`src/sarseq_consts.vh`:
```
`ifndef SARSEQ_CONSTS_VH
`define SARSEQ_CONSTS_VH

////////////////////////////////////////////////////////////////////////////////
// Register byte offsets, decoded on haddr[7:0].
`define SARSEQ_OFF_CTRL 8'hd0
`define SARSEQ_OFF_RES_HIGH 8'hd4
`define SARSEQ_OFF_RES_LOW 8'hd8
`define SARSEQ_OFF_IRQ_STAT 8'hdc
`define SARSEQ_OFF_IRQ_MASK 8'he0
`define SARSEQ_OFF_PORT_ALT 8'he4

////////////////////////////////////////////////////////////////////////////////
// Control register field positions.
`define SARSEQ_CTRL_START 0
`define SARSEQ_CTRL_CLKSEL_LO 1
`define SARSEQ_CTRL_CLKSEL_HI 2
`define SARSEQ_CTRL_EOC 3
`define SARSEQ_CTRL_CHAN_LO 4
`define SARSEQ_CTRL_CHAN_HI 5

// Interrupt status and mask field position.
`define SARSEQ_IRQ_DONE 0

////////////////////////////////////////////////////////////////////////////////
// Reset values.
`define SARSEQ_RST_CHAN 2'h0
`define SARSEQ_RST_CLKSEL 2'h0
`define SARSEQ_RST_RESULT 10'h000
`define SARSEQ_RST_PORT_ALT 4'h0
`define SARSEQ_RST_MASK 1'h0

// Mid-scale trial value of the approximation register.
`define SARSEQ_SAR_INIT 12'h800

////////////////////////////////////////////////////////////////////////////////
// Timing counts in conversion clocks, and the result width in bits.
`define SARSEQ_SETUP_CLKS 4'd10
`define SARSEQ_BIT_CLKS 3'd4
`define SARSEQ_RES_BITS 4'd10

// Conversion clock dividers, stored as divide ratio minus one.
`define SARSEQ_DIV_SEL0 8'hff
`define SARSEQ_DIV_SEL1 8'h7f
`define SARSEQ_DIV_SEL2 8'h3f
`define SARSEQ_DIV_SEL3 8'h1f

`endif

```
`src/sarseq_top.v`:
```
// Function
// - At most one of four analog inputs reaches the comparator, chosen by the two-bit channel field.
// - Setting the start bit launches a conversion on the selected channel.
// - Each conversion begins by loading the approximation register with the mid-scale value.
// - One channel gives a 10-bit result, the approximation register updated from the comparator per bit.
// - At completion the end-of-conversion bit is set and the result goes to the high/low result pair.
// - After storing a result the sequencer idles until the next start request.
// - Each conversion overwrites the result registers, so software reads them before starting again.
// - A conversion is ten set-up conversion clocks then four conversion clocks per result bit.
// - The conversion clock is the system clock divided by a ratio chosen by the clock-select field.
// - Reset clears the start bit so nothing converts after reset.
// - A pin reaches the converter only when its alternate function is enabled, else it stays plain I/O.
// - The trial level for the most significant bit is half of full scale.
`include "sarseq_consts.vh"

module sarseq_top (
    // Clock and reset.
    input wire hclk,
    input wire hresetn,
    // AHB-Lite slave.
    input wire hsel,
    input wire [31:0] haddr,
    input wire [1:0] htrans,
    input wire hwrite,
    input wire [2:0] hsize,
    input wire hready,
    input wire [31:0] hwdata,
    output reg [31:0] hrdata_ff,
    output reg hreadyout_ff,
    output reg hresp_ff,
    // Comparator and resistor-string converter.
    input wire comp_above,
    output wire [9:0] dac_code,
    // Analog input multiplexer.
    output wire [1:0] ain_sel,
    output wire [3:0] ain_connect,
    // Status and interrupt.
    output reg conv_busy_ff,
    output reg irq_ff
);

// Sequencer states.
localparam ST_IDLE = 2'h0;
localparam ST_SETUP = 2'h1;
localparam ST_BITS = 2'h2;

////////////////////////////////////////////////////////////////////////////////
// Declarations.

// Bus pipeline.
reg [7:0] ap_addr_ff;
reg wr_pend_ff;
reg rd_pend_ff;
wire take;
reg [31:0] rd_mux;

// Software-visible state.
reg [1:0] chan_ff;
reg [1:0] clksel_ff;
reg start_ff;
reg eoc_ff;
reg [9:0] result_ff;
reg irq_stat_ff;
reg irq_mask_ff;
reg nxt_start;
reg nxt_eoc;
reg nxt_irq_stat;
reg nxt_irq_mask;
reg [3:0] port_alt_ff;

// Sequencer.
reg [1:0] state_ff;
reg [11:0] sar_ff;
reg [3:0] setup_cnt_ff;
reg [2:0] step_ff;
reg [3:0] bit_idx_ff;
reg [11:0] sar_keep;
reg [11:0] nxt_trial;
wire tick;
wire launch;
wire step_last;
wire setup_last;
wire done;

// Write strobes.
wire wr_ctrl;
wire wr_stat;
wire wr_mask;
wire wr_alt;

////////////////////////////////////////////////////////////////////////////////
// Bus address phase and write decode.

// Only haddr[7:0] is decoded, so the register set repeats every 256 bytes.
// Transfer size is not decoded: every register is one aligned word.
// Address phase is taken on a selected non-idle transfer with hready high.
assign take = hsel && htrans[1] && hready;

// Writes complete in their data phase, one cycle after the address phase.
assign wr_ctrl = wr_pend_ff && (ap_addr_ff == `SARSEQ_OFF_CTRL);
assign wr_stat = wr_pend_ff && (ap_addr_ff == `SARSEQ_OFF_IRQ_STAT);
assign wr_mask = wr_pend_ff && (ap_addr_ff == `SARSEQ_OFF_IRQ_MASK);
assign wr_alt = wr_pend_ff && (ap_addr_ff == `SARSEQ_OFF_PORT_ALT);

// The response stays OKAY: unmapped offsets read as zero and ignore writes instead of raising an error.
// Transfer pipeline; reads insert one wait state so they see every earlier write.
always @(posedge hclk or negedge hresetn) begin
    if (!hresetn) begin
        ap_addr_ff <= 8'h00;
        wr_pend_ff <= 1'b0;
        rd_pend_ff <= 1'b0;
        hreadyout_ff <= 1'b1;
        hrdata_ff <= 32'h0000_0000;
        hresp_ff <= 1'b0;
    end else begin
        hresp_ff <= 1'b0;
        if (take) begin
            ap_addr_ff <= haddr[7:0];
            wr_pend_ff <= hwrite;
            rd_pend_ff <= !hwrite;
            hreadyout_ff <= hwrite;
        end else begin
            wr_pend_ff <= 1'b0;
            rd_pend_ff <= 1'b0;
            if (rd_pend_ff) begin
                hreadyout_ff <= 1'b1;
            end
        end
        if (rd_pend_ff) begin
            hrdata_ff <= rd_mux;
        end
    end
end

// Read multiplexer; unmapped offsets read as zero.
always @* begin
    case (ap_addr_ff)
        `SARSEQ_OFF_CTRL: rd_mux = {26'h0, chan_ff, eoc_ff, clksel_ff, start_ff};
        `SARSEQ_OFF_RES_HIGH: rd_mux = {24'h0, result_ff[9:2]};
        `SARSEQ_OFF_RES_LOW: rd_mux = {30'h0, result_ff[1:0]};
        `SARSEQ_OFF_IRQ_STAT: rd_mux = {31'h0, irq_stat_ff};
        `SARSEQ_OFF_IRQ_MASK: rd_mux = {31'h0, irq_mask_ff};
        `SARSEQ_OFF_PORT_ALT: rd_mux = {28'h0, port_alt_ff};
        default: rd_mux = 32'h0000_0000;
    endcase
end

////////////////////////////////////////////////////////////////////////////////
// Control register.

// A conversion starts from idle once the start bit is set.
assign launch = (state_ff == ST_IDLE) && start_ff;

// Next start and end-of-conversion flags; a completion wins over a start written in the same cycle.
always @* begin
    nxt_start = start_ff;
    nxt_eoc = eoc_ff;
    if (done) begin
        nxt_start = 1'b0;
        nxt_eoc = 1'b1;
    end else begin
        if (wr_ctrl && hwdata[`SARSEQ_CTRL_START]) begin
            nxt_start = 1'b1;
        end
        if (launch) begin
            nxt_eoc = 1'b0;
        end
    end
end

// Channel and clock select follow writes at any time, even while a conversion runs.
always @(posedge hclk or negedge hresetn) begin
    if (!hresetn) begin
        chan_ff <= `SARSEQ_RST_CHAN;
        clksel_ff <= `SARSEQ_RST_CLKSEL;
        start_ff <= 1'b0;
        eoc_ff <= 1'b0;
    end else begin
        if (wr_ctrl) begin
            chan_ff <= hwdata[`SARSEQ_CTRL_CHAN_HI:`SARSEQ_CTRL_CHAN_LO];
            clksel_ff <= hwdata[`SARSEQ_CTRL_CLKSEL_HI:`SARSEQ_CTRL_CLKSEL_LO];
        end
        start_ff <= nxt_start;
        eoc_ff <= nxt_eoc;
    end
end

// Alternate-function enables for the four analog pins.
always @(posedge hclk or negedge hresetn) begin
    if (!hresetn) begin
        port_alt_ff <= `SARSEQ_RST_PORT_ALT;
    end else if (wr_alt) begin
        port_alt_ff <= hwdata[3:0];
    end
end

////////////////////////////////////////////////////////////////////////////////
// Conversion clock and input routing.

// Divider restarts at launch so the set-up phase spans whole conversion clocks.
sarseq_clkdiv u_clkdiv (
    .hclk(hclk),
    .hresetn(hresetn),
    .clksel(clksel_ff),
    .restart(launch),
    .tick(tick)
);

// Registered analog multiplexer controls.
sarseq_chsel u_chsel (
    .hclk(hclk),
    .hresetn(hresetn),
    .chan(chan_ff),
    .port_alt(port_alt_ff),
    .ain_sel_ff(ain_sel),
    .ain_connect_ff(ain_connect)
);

////////////////////////////////////////////////////////////////////////////////
// Successive approximation sequencer.

// Last conversion clock of the set-up phase and of each bit.
assign setup_last = tick && (setup_cnt_ff == (`SARSEQ_SETUP_CLKS - 4'd1));
assign step_last = tick && (step_ff == (`SARSEQ_BIT_CLKS - 3'd1));
assign done = (state_ff == ST_BITS) && step_last && (bit_idx_ff == 4'd0);

// Bits 1:0 of the approximation register are never trial bits; they only keep its 12-bit mid-scale form.
// Keep or drop the trial bit from the comparator, then raise the next lower trial bit.
always @* begin
    sar_keep = sar_ff;
    sar_keep[bit_idx_ff + 4'd2] = comp_above;
    nxt_trial = sar_keep;
    if (bit_idx_ff != 4'd0) begin
        nxt_trial[bit_idx_ff + 4'd1] = 1'b1;
    end
end

// Trial code driven to the resistor-string converter; bits 1:0 of the approximation register are dropped.
assign dac_code = sar_ff[11:2];

// Sequencer state, counters and approximation register.
always @(posedge hclk or negedge hresetn) begin
    if (!hresetn) begin
        state_ff <= ST_IDLE;
        sar_ff <= `SARSEQ_SAR_INIT;
        setup_cnt_ff <= 4'd0;
        step_ff <= 3'd0;
        bit_idx_ff <= 4'd0;
    end else begin
        case (state_ff)
            ST_IDLE: begin
                if (launch) begin
                    state_ff <= ST_SETUP;
                    sar_ff <= `SARSEQ_SAR_INIT;
                    setup_cnt_ff <= 4'd0;
                end
            end
            ST_SETUP: begin
                if (setup_last) begin
                    state_ff <= ST_BITS;
                    bit_idx_ff <= `SARSEQ_RES_BITS - 4'd1;
                    step_ff <= 3'd0;
                end else if (tick) begin
                    setup_cnt_ff <= setup_cnt_ff + 4'd1;
                end
            end
            ST_BITS: begin
                if (step_last) begin
                    sar_ff <= nxt_trial;
                    step_ff <= 3'd0;
                    if (bit_idx_ff == 4'd0) begin
                        state_ff <= ST_IDLE;
                    end else begin
                        bit_idx_ff <= bit_idx_ff - 4'd1;
                    end
                end else if (tick) begin
                    step_ff <= step_ff + 3'd1;
                end
            end
            default: begin
                state_ff <= ST_IDLE;
            end
        endcase
    end
end

// Result pair is replaced by every completed conversion.
always @(posedge hclk or negedge hresetn) begin
    if (!hresetn) begin
        result_ff <= `SARSEQ_RST_RESULT;
    end else if (done) begin
        result_ff <= sar_keep[11:2];
    end
end

// Busy flag lets power control wait for a running conversion to end.
always @(posedge hclk or negedge hresetn) begin
    if (!hresetn) begin
        conv_busy_ff <= 1'b0;
    end else begin
        conv_busy_ff <= (state_ff != ST_IDLE) && !done;
    end
end

////////////////////////////////////////////////////////////////////////////////
// Interrupts.

// Next sticky completion flag, cleared by writing one; a completion in the same cycle wins.
always @* begin
    nxt_irq_stat = irq_stat_ff;
    nxt_irq_mask = irq_mask_ff;
    if (done) begin
        nxt_irq_stat = 1'b1;
    end else if (wr_stat && hwdata[`SARSEQ_IRQ_DONE]) begin
        nxt_irq_stat = 1'b0;
    end
    if (wr_mask) begin
        nxt_irq_mask = hwdata[`SARSEQ_IRQ_DONE];
    end
end

// Status and mask registers.
always @(posedge hclk or negedge hresetn) begin
    if (!hresetn) begin
        irq_stat_ff <= 1'b0;
        irq_mask_ff <= `SARSEQ_RST_MASK;
    end else begin
        irq_stat_ff <= nxt_irq_stat;
        irq_mask_ff <= nxt_irq_mask;
    end
end

// Level interrupt from the next values, so it is high exactly while an unmasked status bit is set.
always @(posedge hclk or negedge hresetn) begin
    if (!hresetn) begin
        irq_ff <= 1'b0;
    end else begin
        irq_ff <= nxt_irq_stat && nxt_irq_mask;
    end
end

endmodule

```
`src/sarseq_clkdiv.v`:
```
`include "sarseq_consts.vh"

// Conversion clock generator: one-cycle tick every selected number of cycles.
module sarseq_clkdiv (
    // Clock and reset.
    input wire hclk,
    input wire hresetn,
    // Control.
    input wire [1:0] clksel,
    input wire restart,
    // Conversion clock tick.
    output wire tick
);

reg [7:0] cnt_ff;
reg [7:0] reload;

////////////////////////////////////////////////////////////////////////////////
// Reload value chosen by the clock-select field.
always @* begin
    case (clksel)
        2'h0: reload = `SARSEQ_DIV_SEL0;
        2'h1: reload = `SARSEQ_DIV_SEL1;
        2'h2: reload = `SARSEQ_DIV_SEL2;
        default: reload = `SARSEQ_DIV_SEL3;
    endcase
end

// Down counter; restart aligns the first tick to a full period.
always @(posedge hclk or negedge hresetn) begin
    if (!hresetn) begin
        cnt_ff <= 8'h00;
    end else if (restart || cnt_ff == 8'h00) begin
        cnt_ff <= reload;
    end else begin
        cnt_ff <= cnt_ff - 8'h01;
    end
end

// A tick is suppressed in the restart cycle.
assign tick = (cnt_ff == 8'h00) && !restart;

endmodule

```
`src/sarseq_chsel.v`:
```
`include "sarseq_consts.vh"

// Analog input routing: the selected pin is connected only if its alternate function is on.
module sarseq_chsel (
    // Clock and reset.
    input wire hclk,
    input wire hresetn,
    // Selection.
    input wire [1:0] chan,
    input wire [3:0] port_alt,
    // Analog multiplexer controls.
    output reg [1:0] ain_sel_ff,
    output reg [3:0] ain_connect_ff
);

reg [3:0] nxt_connect;

////////////////////////////////////////////////////////////////////////////////
// One-hot of the channel, gated by the alternate-function enables.
always @* begin
    nxt_connect = (4'h1 << chan) & port_alt;
end

// Registered multiplexer controls.
always @(posedge hclk or negedge hresetn) begin
    if (!hresetn) begin
        ain_sel_ff <= `SARSEQ_RST_CHAN;
        ain_connect_ff <= 4'h0;
    end else begin
        ain_sel_ff <= chan;
        ain_connect_ff <= nxt_connect;
    end
end

endmodule

```
`config.mk`:
```
export PLATFORM = sky130hd
export DESIGN_NAME = sarseq_top
export DESIGN_NICKNAME = d
export VERILOG_FILES = /design/src/sarseq_top.v /design/src/sarseq_clkdiv.v /design/src/sarseq_chsel.v
export VERILOG_INCLUDE_DIRS = /design/src
export SDC_FILE = /design/constraint.sdc
export NUM_CORES = 1
export LEC_CHECK = 0
export BUFFER_PORTS_ARGS = -buffer_cell sky130_fd_sc_hd__buf_2
export CORE_ASPECT_RATIO = 1.75
export CORE_UTILIZATION = 45
export DETAILED_ROUTE_END_ITERATION = 10
export PLACE_DENSITY = 0.7
export SLEW_MARGIN = 20
export SYNTH_ARGS = -nofsm -noshare
export SYNTH_HDL_FRONTEND = slang
export SYNTH_SLANG_ARGS = --single-unit
```
`constraint.sdc`:
```
create_clock -name hclk -period 2.5 [get_ports hclk]
set_input_delay 0.25 -clock hclk [delete_from_list [all_inputs] [get_ports hclk]]
set_output_delay 0.25 -clock hclk [all_outputs]
set_load 0.05 [all_outputs]
```
== Yosys cells after proc, flatten, opt, wreduce, memory -nomap -nowiden ==
Index checks and enable logic that the tools add are counted.
Storage, ports and cells
  memories kept: 0
  bits in registers: 106
  output and inout port bits: 52
  memory bits (read-only): 0
  memory bits (writable): 0
  bits in latches: 0
Operators by class
  reductions and logical operators: 39
  equality and inequality tests: 20
  mux-type cells: 40
  bitwise gates (word level): 2
  order comparisons: 4
  shifts and indexed selects: 1
  add/sub/neg operators: 6
  multiply operators: 0
  divide/modulo/power cells: 0
Operators by type and width (number)
  $eq A8 B8 Y1 const B: 6
  $pmux W8 S6: 1
  $mux W12: 3
  $mux W4: 6
  $pmux W12 S2: 1
  $pmux W8 S3: 1
  $logic_and A1 B1 Y1: 18
  $pmux W4 S2: 2
  $reduce_bool A2 Y1: 7
  $mux W1: 13
  $bwmux W12: 1
  $or A12 B12 Y12: 1
  $reduce_and A4 Y1: 3
  $lt A4 B5 Y1 const B: 2
  $ne A2 B2 Y1 const B: 5
  $mux W3: 3
  $add A4 B1 Y4 const B: 2
  $demux W1 S4: 2
  $ge A4 B1 Y1 const B: 2
  $logic_not A8 Y1: 1
  $mux W2: 4
  $mux W8: 1
  $sub A8 B1 Y8 const B: 1
  $pmux W2 S3: 1
  18 further kinds: 25

== Longest topological paths before layout ==
Gate-level depths: netlist of the first run.
  word-level depth: 10
  depth in mapped cells: 7
  gate-level depth less buffers: 6

== By module ==
A second synthesis of the first run with hierarchy kept.
Unflattened totals
  cells, all modules: 401
  area, all modules: 4260.3 µm²
By module, submodules not included
  sarseq_top: instances 1, cells each 336, area each 3559.7 µm²
  sarseq_clkdiv: instances 1, cells each 55, area each 518.0 µm²
  sarseq_chsel: instances 1, cells each 10, area each 182.7 µm²

== Worst setup path after synthesis of the first run ==
OpenSTA, ideal clock, no wires.
  kind: reg2reg
  from: register bit_idx_ff[1]
  to: register sar_ff[2]
  buffers on the path: 1
  cell stages (with the launch flop): 8
  slack: 0.599 ns
  arrival time: 1.767 ns
  required time: 2.367 ns
  period minus slack after synthesis: 1.901 ns
  setup time: 0.133 ns
  path through: dfrtp_1 inv_1 ha_1 or3b_1 clkbuf_1 and2_1 a221oi_1 o21ai_0
On the way
  word-level cells in the longest chain between the ends: 10
  elaborated cells between the ends (all ways): 18
  those cells by class: add/sub: 2; order compare: 4; mux: 8; bitwise: 1; reduce/logical: 3
Ends and longest elaborated chain
  from (decl): RTL line sarseq_top.v:76  | reg [3:0] bit_idx_ff;
  from (signal assigned): RTL line sarseq_top.v:261  | bit_idx_ff <= `SARSEQ_RES_BITS - 4'd1;
  from (signal assigned): RTL line sarseq_top.v:274  | bit_idx_ff <= bit_idx_ff - 4'd1;
  $add A4 B2 Y4: RTL line sarseq_top.v:231  | sar_keep[bit_idx_ff + 4'd2] = comp_above;
  $lt A4 B5 Y1 (not written as such) or $ge A4 B1 Y1 (tied branches): RTL line sarseq_top.v:231
  $logic_and A1 B1 Y1 (not written as such): RTL line sarseq_top.v:231
  $mux W1 (not written as such): RTL line sarseq_top.v:231
  $demux W1 S4: RTL line sarseq_top.v:231
  $bwmux W12: RTL line sarseq_top.v:231
  $or A12 B12 Y12 (no source line)
  $mux W12 *: RTL line sarseq_top.v:233  | if (bit_idx_ff != 4'd0) begin
  $mux W12 *: RTL line sarseq_top.v:268  | if (step_last) begin
  $pmux W12 S2 *: RTL line sarseq_top.v:250  | case (state_ff)
  to (signal assigned): RTL line sarseq_top.v:245  | sar_ff <= `SARSEQ_SAR_INIT;
  to (signal assigned): RTL line sarseq_top.v:254  | sar_ff <= `SARSEQ_SAR_INIT;
  to (signal assigned): RTL line sarseq_top.v:269  | sar_ff <= nxt_trial;
  to (decl): RTL line sarseq_top.v:73  | reg [11:0] sar_ff;
Mark *: on every way between the ends. The rest lies on a longest branch, timed or not. The select of a mux whose other input is x is not followed.
A chain may end at the register's enable or synchronous reset.

== Final worst setup path of the first run ==
  from: register bit_idx_ff[0]
  to: register irq_ff
On the way
  word-level cells in the longest chain between the ends: 4
Ends and longest elaborated chain
  $logic_not A4 Y1: RTL line sarseq_top.v:225  | assign done = (state_ff == ST_BITS) && step_last && (bit_idx_ff == 4'd0);
  $logic_and A1 B1 Y1: RTL line sarseq_top.v:225
  $mux W1: RTL line sarseq_top.v:312  | if (done) begin
  $logic_and A1 B1 Y1: RTL line sarseq_top.v:338  | irq_ff <= nxt_irq_stat && nxt_irq_mask;
  to (signal assigned): RTL line sarseq_top.v:338
  to (decl): RTL line sarseq_top.v:39  | output reg irq_ff
No other way between the ends.

==> impl_metrics.json, run 1 <==
{
  "clock_path_buffers": 2,
  "diodes": 0,
  "ant_nets": 0,
  "powerDensity_nw_per_um2": 650,
  "synth.avg_cell_area_um2": 10.2,
  "drv_slew": 0,
  "async_reset_ff_share_pct": 100,
  "placed_area_um2": 4510,
  "grt.overflow.total": 0,
  "ir_drop_mv": 0.418,
  "cts.sinks": 80,
  "layout_common_cells": "dfrtp_1, buf_2, o21ai_0",
  "cts_setup_buffers": 0,
  "rsz0062_at_grt": "no",
  "whs_ns": 0.103,
  "place_hpwl_um": 6980,
  "yosys_most_used_dff": "dfrtp_1",
  "stdcell_area_um2": 4860,
  "r2r_slack_ns": 0.26,
  "crit_path_start": "bit_idx_ff[0]",
  "core_area_um2": 9090,
  "critPathKind": "register to register",
  "drc": 0,
  "cp-end-kind": "register",
  "ioPinCount": 127,
  "reg2reg_to": "irq_ff",
  "cts_tree": "built",
  "final_core_util_pct": 53.4,
  "n_fill_cell": 832,
  "via_per_inst": 5.62,
  "synthToLayoutAreaGrowth_pct": 14.3,
  "drt-total-wl_um": 9610,
  "synth-edff-count": 0,
  "synth_area_um2": 4250,
  "hp-start": "hwrite",
  "first_global_vias": 3286,
  "path_max_fanout": 13,
  "htreeDepth": 3,
  "cp-endpoint": "irq_ff",
  "stdcell_count": 590,
  "firstDrtPassIters": 4,
  "synth_seq_cells": 80,
  "postCtsHoldBufs": 0,
  "fp-row-count": 46,
  "status": "complete, no violations",
  "clkTransAtPathRegs_ns": 0.06,
  "fin_setup_tns_ns": 0,
  "synth_cells": 418,
  "drt_iter0_drc": 228,
  "synth_cell_type_count": 58,
  "finalNetCount": 552,
  "start_util_pct": 46.7,
  "maxCapViolations": 0,
  "grt_use_total_pct": 21.0,
  "die_width_um": 75.5,
  "regToRegStartpoint": "bit_idx_ff[0]",
  "slew_headroom_pct": 52.4,
  "crit_required_ns": 2.74,
  "vias": 3313,
  "globalplace.congestion": 0.929,
  "period_share_pct": 89.4,
  "min_period_ns": 2.24,
  "root_buffer": "clkbuf_16",
  "antenna_found_initial": 0,
  "die-area_um2": 9850,
  "cts_buffers": 9,
  "leakagePower_nw": 2.18,
  "cts-resized-gates": 0,
  "grt_max_degree": 81,
  "dp_cells": 573,
  "portBuffers": 47,
  "cp.arrival_ns": 2.48,
  "hold_path_class": "input pin to register",
  "fin_skew_ns": 0.00514,
  "clk-insertion-delay-late_ns": 0.34,
  "ys_seq_area_share_pct": 47.2,
  "startpoint_type": "register",
  "drive_above_1_share_pct": 20.9,
  "setup_violations": 0,
  "tightestPinTransition_ns": 0.713,
  "hold_viol_final": 0,
  "worstRegToRegCells": 5,
  "seq_area_um2": 2000,
  "drt-wirelength-per-cell_um": 16.3,
  "layout_commonest_cell": "dfrtp_1",
  "whs_path_depth": 2,
  "die_h_um": 131,
  "multi_input_area_um2": 2010,
  "grt_pass1_wl_um": 15400,
  "max_freq_mhz": 447,
  "ys_warn_count": 0
}
[stage by stage]
stage               worst slack, ns  power, mW
floorplan                     0.599       1.66
global placement              0.325       1.72
detailed placement            0.237       1.73
CTS                           0.211       3.17
global route                0.00460       3.25
finish                        0.264       3.16
[sequential cells by signal (all words and copies together), names as in the netlist, 2 cells and up]
name	count
bit_idx_ff	4
ap_addr_ff	8
u_chsel.ain_connect_ff	4
u_chsel.ain_sel_ff	2
u_clkdiv.cnt_ff	8
clksel_ff	2
chan_ff	2
hrdata_ff	8
setup_cnt_ff	4
result_ff	10
sar_ff	10
step_ff	3
port_alt_ff	4
state_ff	2
[final cells by class]
type	instances	share of cell area [%]
clock buffers	9	4.64
flip-flops and latches	80	41.3
inverters	19	1.47
multi-input cells	302	41.4
well taps	120	3.09
clock inverters	7	2.14
repair buffers	53	5.95
[metal layers]
layer | GRT usage (%) | wire length, um | vias to the layer above
met5 | 0 | 0 | -
met4 | 9.80 | 324 | 0
met3 | 4.37 | 421 | 19
met2 | 39.2 | 5270 | 124
met1 | 21.7 | 3590 | 1616
li1 | - | - | 1554
[cells in the mapped netlist (7+ instances only)]
| cell type | count | area, um2 |
|---|---|---|
| nand2_1 | 25 | 93.8 |
| a21oi_1 | 19 | 95.1 |
| inv_1 | 19 | 71.3 |
| mux2_2 | 20 | 225 |
| o21ai_0 | 33 | 165 |
| nand3_1 | 25 | 125 |
| buf_4 | 25 | 188 |
| ha_1 | 12 | 150 |
| nor2_1 | 22 | 82.6 |
| nor3_1 | 7 | 35.0 |
| clkbuf_1 | 13 | 48.8 |
| dfrtp_1 | 78 | 1950 |
| a221oi_1 | 9 | 78.8 |
[critical path: stages (launching register included)]
cell      delay [ns]
dfrtp_1         0.45
inv_1           0.15
ha_1            0.30
nor3b_1         0.53
nand2_1         0.41
a21boi_0        0.30
[kinds of logic after synthesis]
group | count (synthesis) | share of synthesized area [%]
adder cells (fa/ha/maj) | 12 | 3.53
XOR/XNOR | 10 | 2.06
buffers and inverters | 60 | 7.59
flip-flops | 80 | 47.2
multiplexers | 23 | 6.30
AND/OR/NAND/NOR | 134 | 18.7
other | 1 | 0.0882
AO/OA/AOI/OAI | 98 | 14.6
[power by group]
part / switching (mW) / internal (mW) / leakage [nW] / total (mW)
clock network: 0.558 / 0.886 / 0.154 / 1.44
registers: 0.0692 / 1.34 / 0.964 / 1.41
logic: 0.210 / 0.0909 / 1.06 / 0.301
[worst min path at each step]
| stage | to | slack [ns] |
|---|---|---|
| floorplan | ap_addr_ff[0] | -0.05 |
| global placement | rd_pend_ff | 0.45 |
| detailed placement | rd_pend_ff | 0.46 |
| CTS | rd_pend_ff | 0.10 |
| global route | rd_pend_ff | 0.11 |
| finish | rd_pend_ff | 0.10 |
Note: power is estimated with default switching activity, not from simulation.
==> run 2: changes to the inputs <==
--- a/config.mk
+++ b/config.mk
@@ -7,10 +7,12 @@
 export NUM_CORES = 1
 export LEC_CHECK = 0
 export BUFFER_PORTS_ARGS = -buffer_cell sky130_fd_sc_hd__buf_2
-export CORE_ASPECT_RATIO = 1.75
+export CAP_MARGIN = 10
+export CORE_ASPECT_RATIO = 2
 export CORE_UTILIZATION = 45
 export DETAILED_ROUTE_END_ITERATION = 10
 export PLACE_DENSITY = 0.7
+export REMOVE_ABC_BUFFERS = 1
 export SLEW_MARGIN = 20
 export SYNTH_ARGS = -nofsm -noshare
 export SYNTH_HDL_FRONTEND = slang
==> run 2 against run 1 <==
The run now ends with DRC left. Sequential share of layout area increased by 0.064 points. Critical path depth increased by 1. Via count decreased by 0.81%. Worst setup slack improved by 0.11 ns. Sequential cell count unchanged. Final cell count decreased by 2.5%. Sequential power about the same.
==> impl_metrics.json, run 2 (synthesized netlist as in run 1, its figures left out) <==
{
  "cp.arrival_ns": 2.33,
  "synthToLayoutAreaGrowth_pct": 14.1,
  "drc": 21,
  "grt.overflow.total": 0,
  "maxCapViolations": 0,
  "cts_tree": "built",
  "ioPinCount": 127,
  "clk-insertion-delay-late_ns": 0.33,
  "drt-wirelength-per-cell_um": 16.6,
  "first_global_vias": 3394,
  "finalPower_mw": 3.12,
  "core_area_um2": 9070,
  "layout_commonest_cell": "dfrtp_1",
  "grt_pass1_wl_um": 15900,
  "slew_headroom_pct": 52.6,
  "dp_cells": 558,
  "status": "finished, violations left",
  "max_freq_mhz": 471,
  "startpoint_type": "register",
  "layout_common_cells": "dfrtp_1, buf_2, o21ai_0",
  "start_util_pct": 46.8,
  "period_share_pct": 85.0,
  "drive_above_1_share_pct": 21.1,
  "portBuffers": 47,
  "fin_setup_tns_ns": 0,
  "finalNetCount": 555,
  "die_width_um": 70.7,
  "rsz0062_at_grt": "no",
  "critPathSlowestCell": "dfrtp_1",
  "diodes": 0,
  "slowest_delay_ns": 0.46,
  "drt_iter0_drc": 151,
  "tightestPinTransition_ns": 0.693,
  "drt-total-wl_um": 9570,
  "vias": 3286,
  "die_h_um": 139,
  "leakagePower_nw": 2.19,
  "globalplace.congestion": 0.840,
  "cts_buffers": 9,
  "ir_drop_mv": 0.353,
  "fp-row-count": 49,
  "cts.sinks": 80,
  "stdcell_area_um2": 4850,
  "stdcell_count": 575,
  "placed_area_um2": 4510,
  "clkTransAtPathRegs_ns": 0.06,
  "path_cells": "inv_1, ha_1, or3b_1, and2_1, a221oi_1, o21ai_0",
  "cts-resized-gates": 0,
  "hold_viol_final": 0,
  "ant_nets": 0,
  "fin_skew_ns": 0.00333,
  "via_per_inst": 5.71,
  "critPathKind": "register to register",
  "firstDrtPassIters": 7,
  "htreeDepth": 3,
  "path_max_fanout": 7,
  "setup_violations": 0,
  "crit_required_ns": 2.70,
  "min_period_ns": 2.12,
  "antenna_found_initial": 0,
  "die-area_um2": 9860,
  "crit_buf_inv": 1,
  "crit_family": "simple AND/OR/NAND/NOR gates",
  "root_buffer": "clkbuf_16",
  "clock_path_buffers": 2,
  "n_fill_cell": 818,
  "drv_slew": 0,
  "violations": "DRC",
  "place_hpwl_um": 7050,
  "powerDensity_nw_per_um2": 643,
  "largestRegisters": "result_ff: 10 flops, sar_ff: 10 flops",
  "grt_use_total_pct": 20.8,
  "hold_path_class": "input pin to register",
  "grt_max_degree": 81,
  "cp-end-kind": "register"
}
==> run 2: cell types whose count changed in the layout (fill, tap and decap cells not counted), sizes merged <==
cell | previous run | this run
buf | 52 | 55
clkbuf | 9 | 10
inv | 21 | 20
==> run 2: worst paths after layout <==
| check | to | slack [ns] | cells after the start | startpoint |
|---|---|---|---|---|
| max reg2reg | sar_ff[2] | 0.38 | 6 | bit_idx_ff[0] |
| min | rd_pend_ff | 0.10 | 2 | hwrite |
| max | sar_ff[2] | 0.38 | 6 | bit_idx_ff[0] |
| min in group asynchronous | u_chsel.ain_sel_ff[0] | 0.51 | 2 | hresetn |
| min reg2reg | u_clkdiv.cnt_ff[0] | 0.49 | 1 | u_clkdiv.cnt_ff[0] |
| max in group asynchronous | sar_ff[11] | 1.37 | 3 | hresetn |
==> run 2: area by class of cell <==
class,instances,area (um2),area share [%]
tap,102,128,2.63
sequential,80,2000,41.3
clock inverter,6,92.6,1.91
clock buffer,10,229,4.72
timing repair buffer,56,312,6.42
inverter,19,71.3,1.47
multi-input combinational,302,2010,41.5
==> run 2: what timing repair did <==
action | CTS | global route
hold buffers | 0 | 1
hold endpoints to repair | 0 | 2
setup buffers | 0 | 0
==> run 2: power breakdown <==
part	internal (mW)	total, mW	switching, mW
Clock	0.880	1.41	0.533
Sequential	1.34	1.42	0.0737
Combinational	0.0882	0.289	0.201
==> run 2: through the flow <==
stage | utilization, % | worst slack [ns] | hold slack (ns)
global route | 53.4 | 0.281 | 0.0904
finish | 53.4 | 0.375 | 0.100
global placement | 49.8 | 0.411 | 0.436
floorplan | - | 0.510 | -0.0456
detailed placement | 49.8 | 0.395 | 0.439
CTS | 53.3 | 0.383 | 0.0850
==> run 2: layer usage <==
| layer | vias to the layer above | part of all wire (%) | track usage, % |
|---|---|---|---|
| met4 | 0 | 3.5 | 9.89 |
| li1 | 1559 | - | - |
| met3 | 26 | 3.8 | 4.85 |
| met1 | 1597 | 37 | 20.8 |
| met2 | 104 | 56 | 39.1 |
| met5 | - | 0 | 0 |
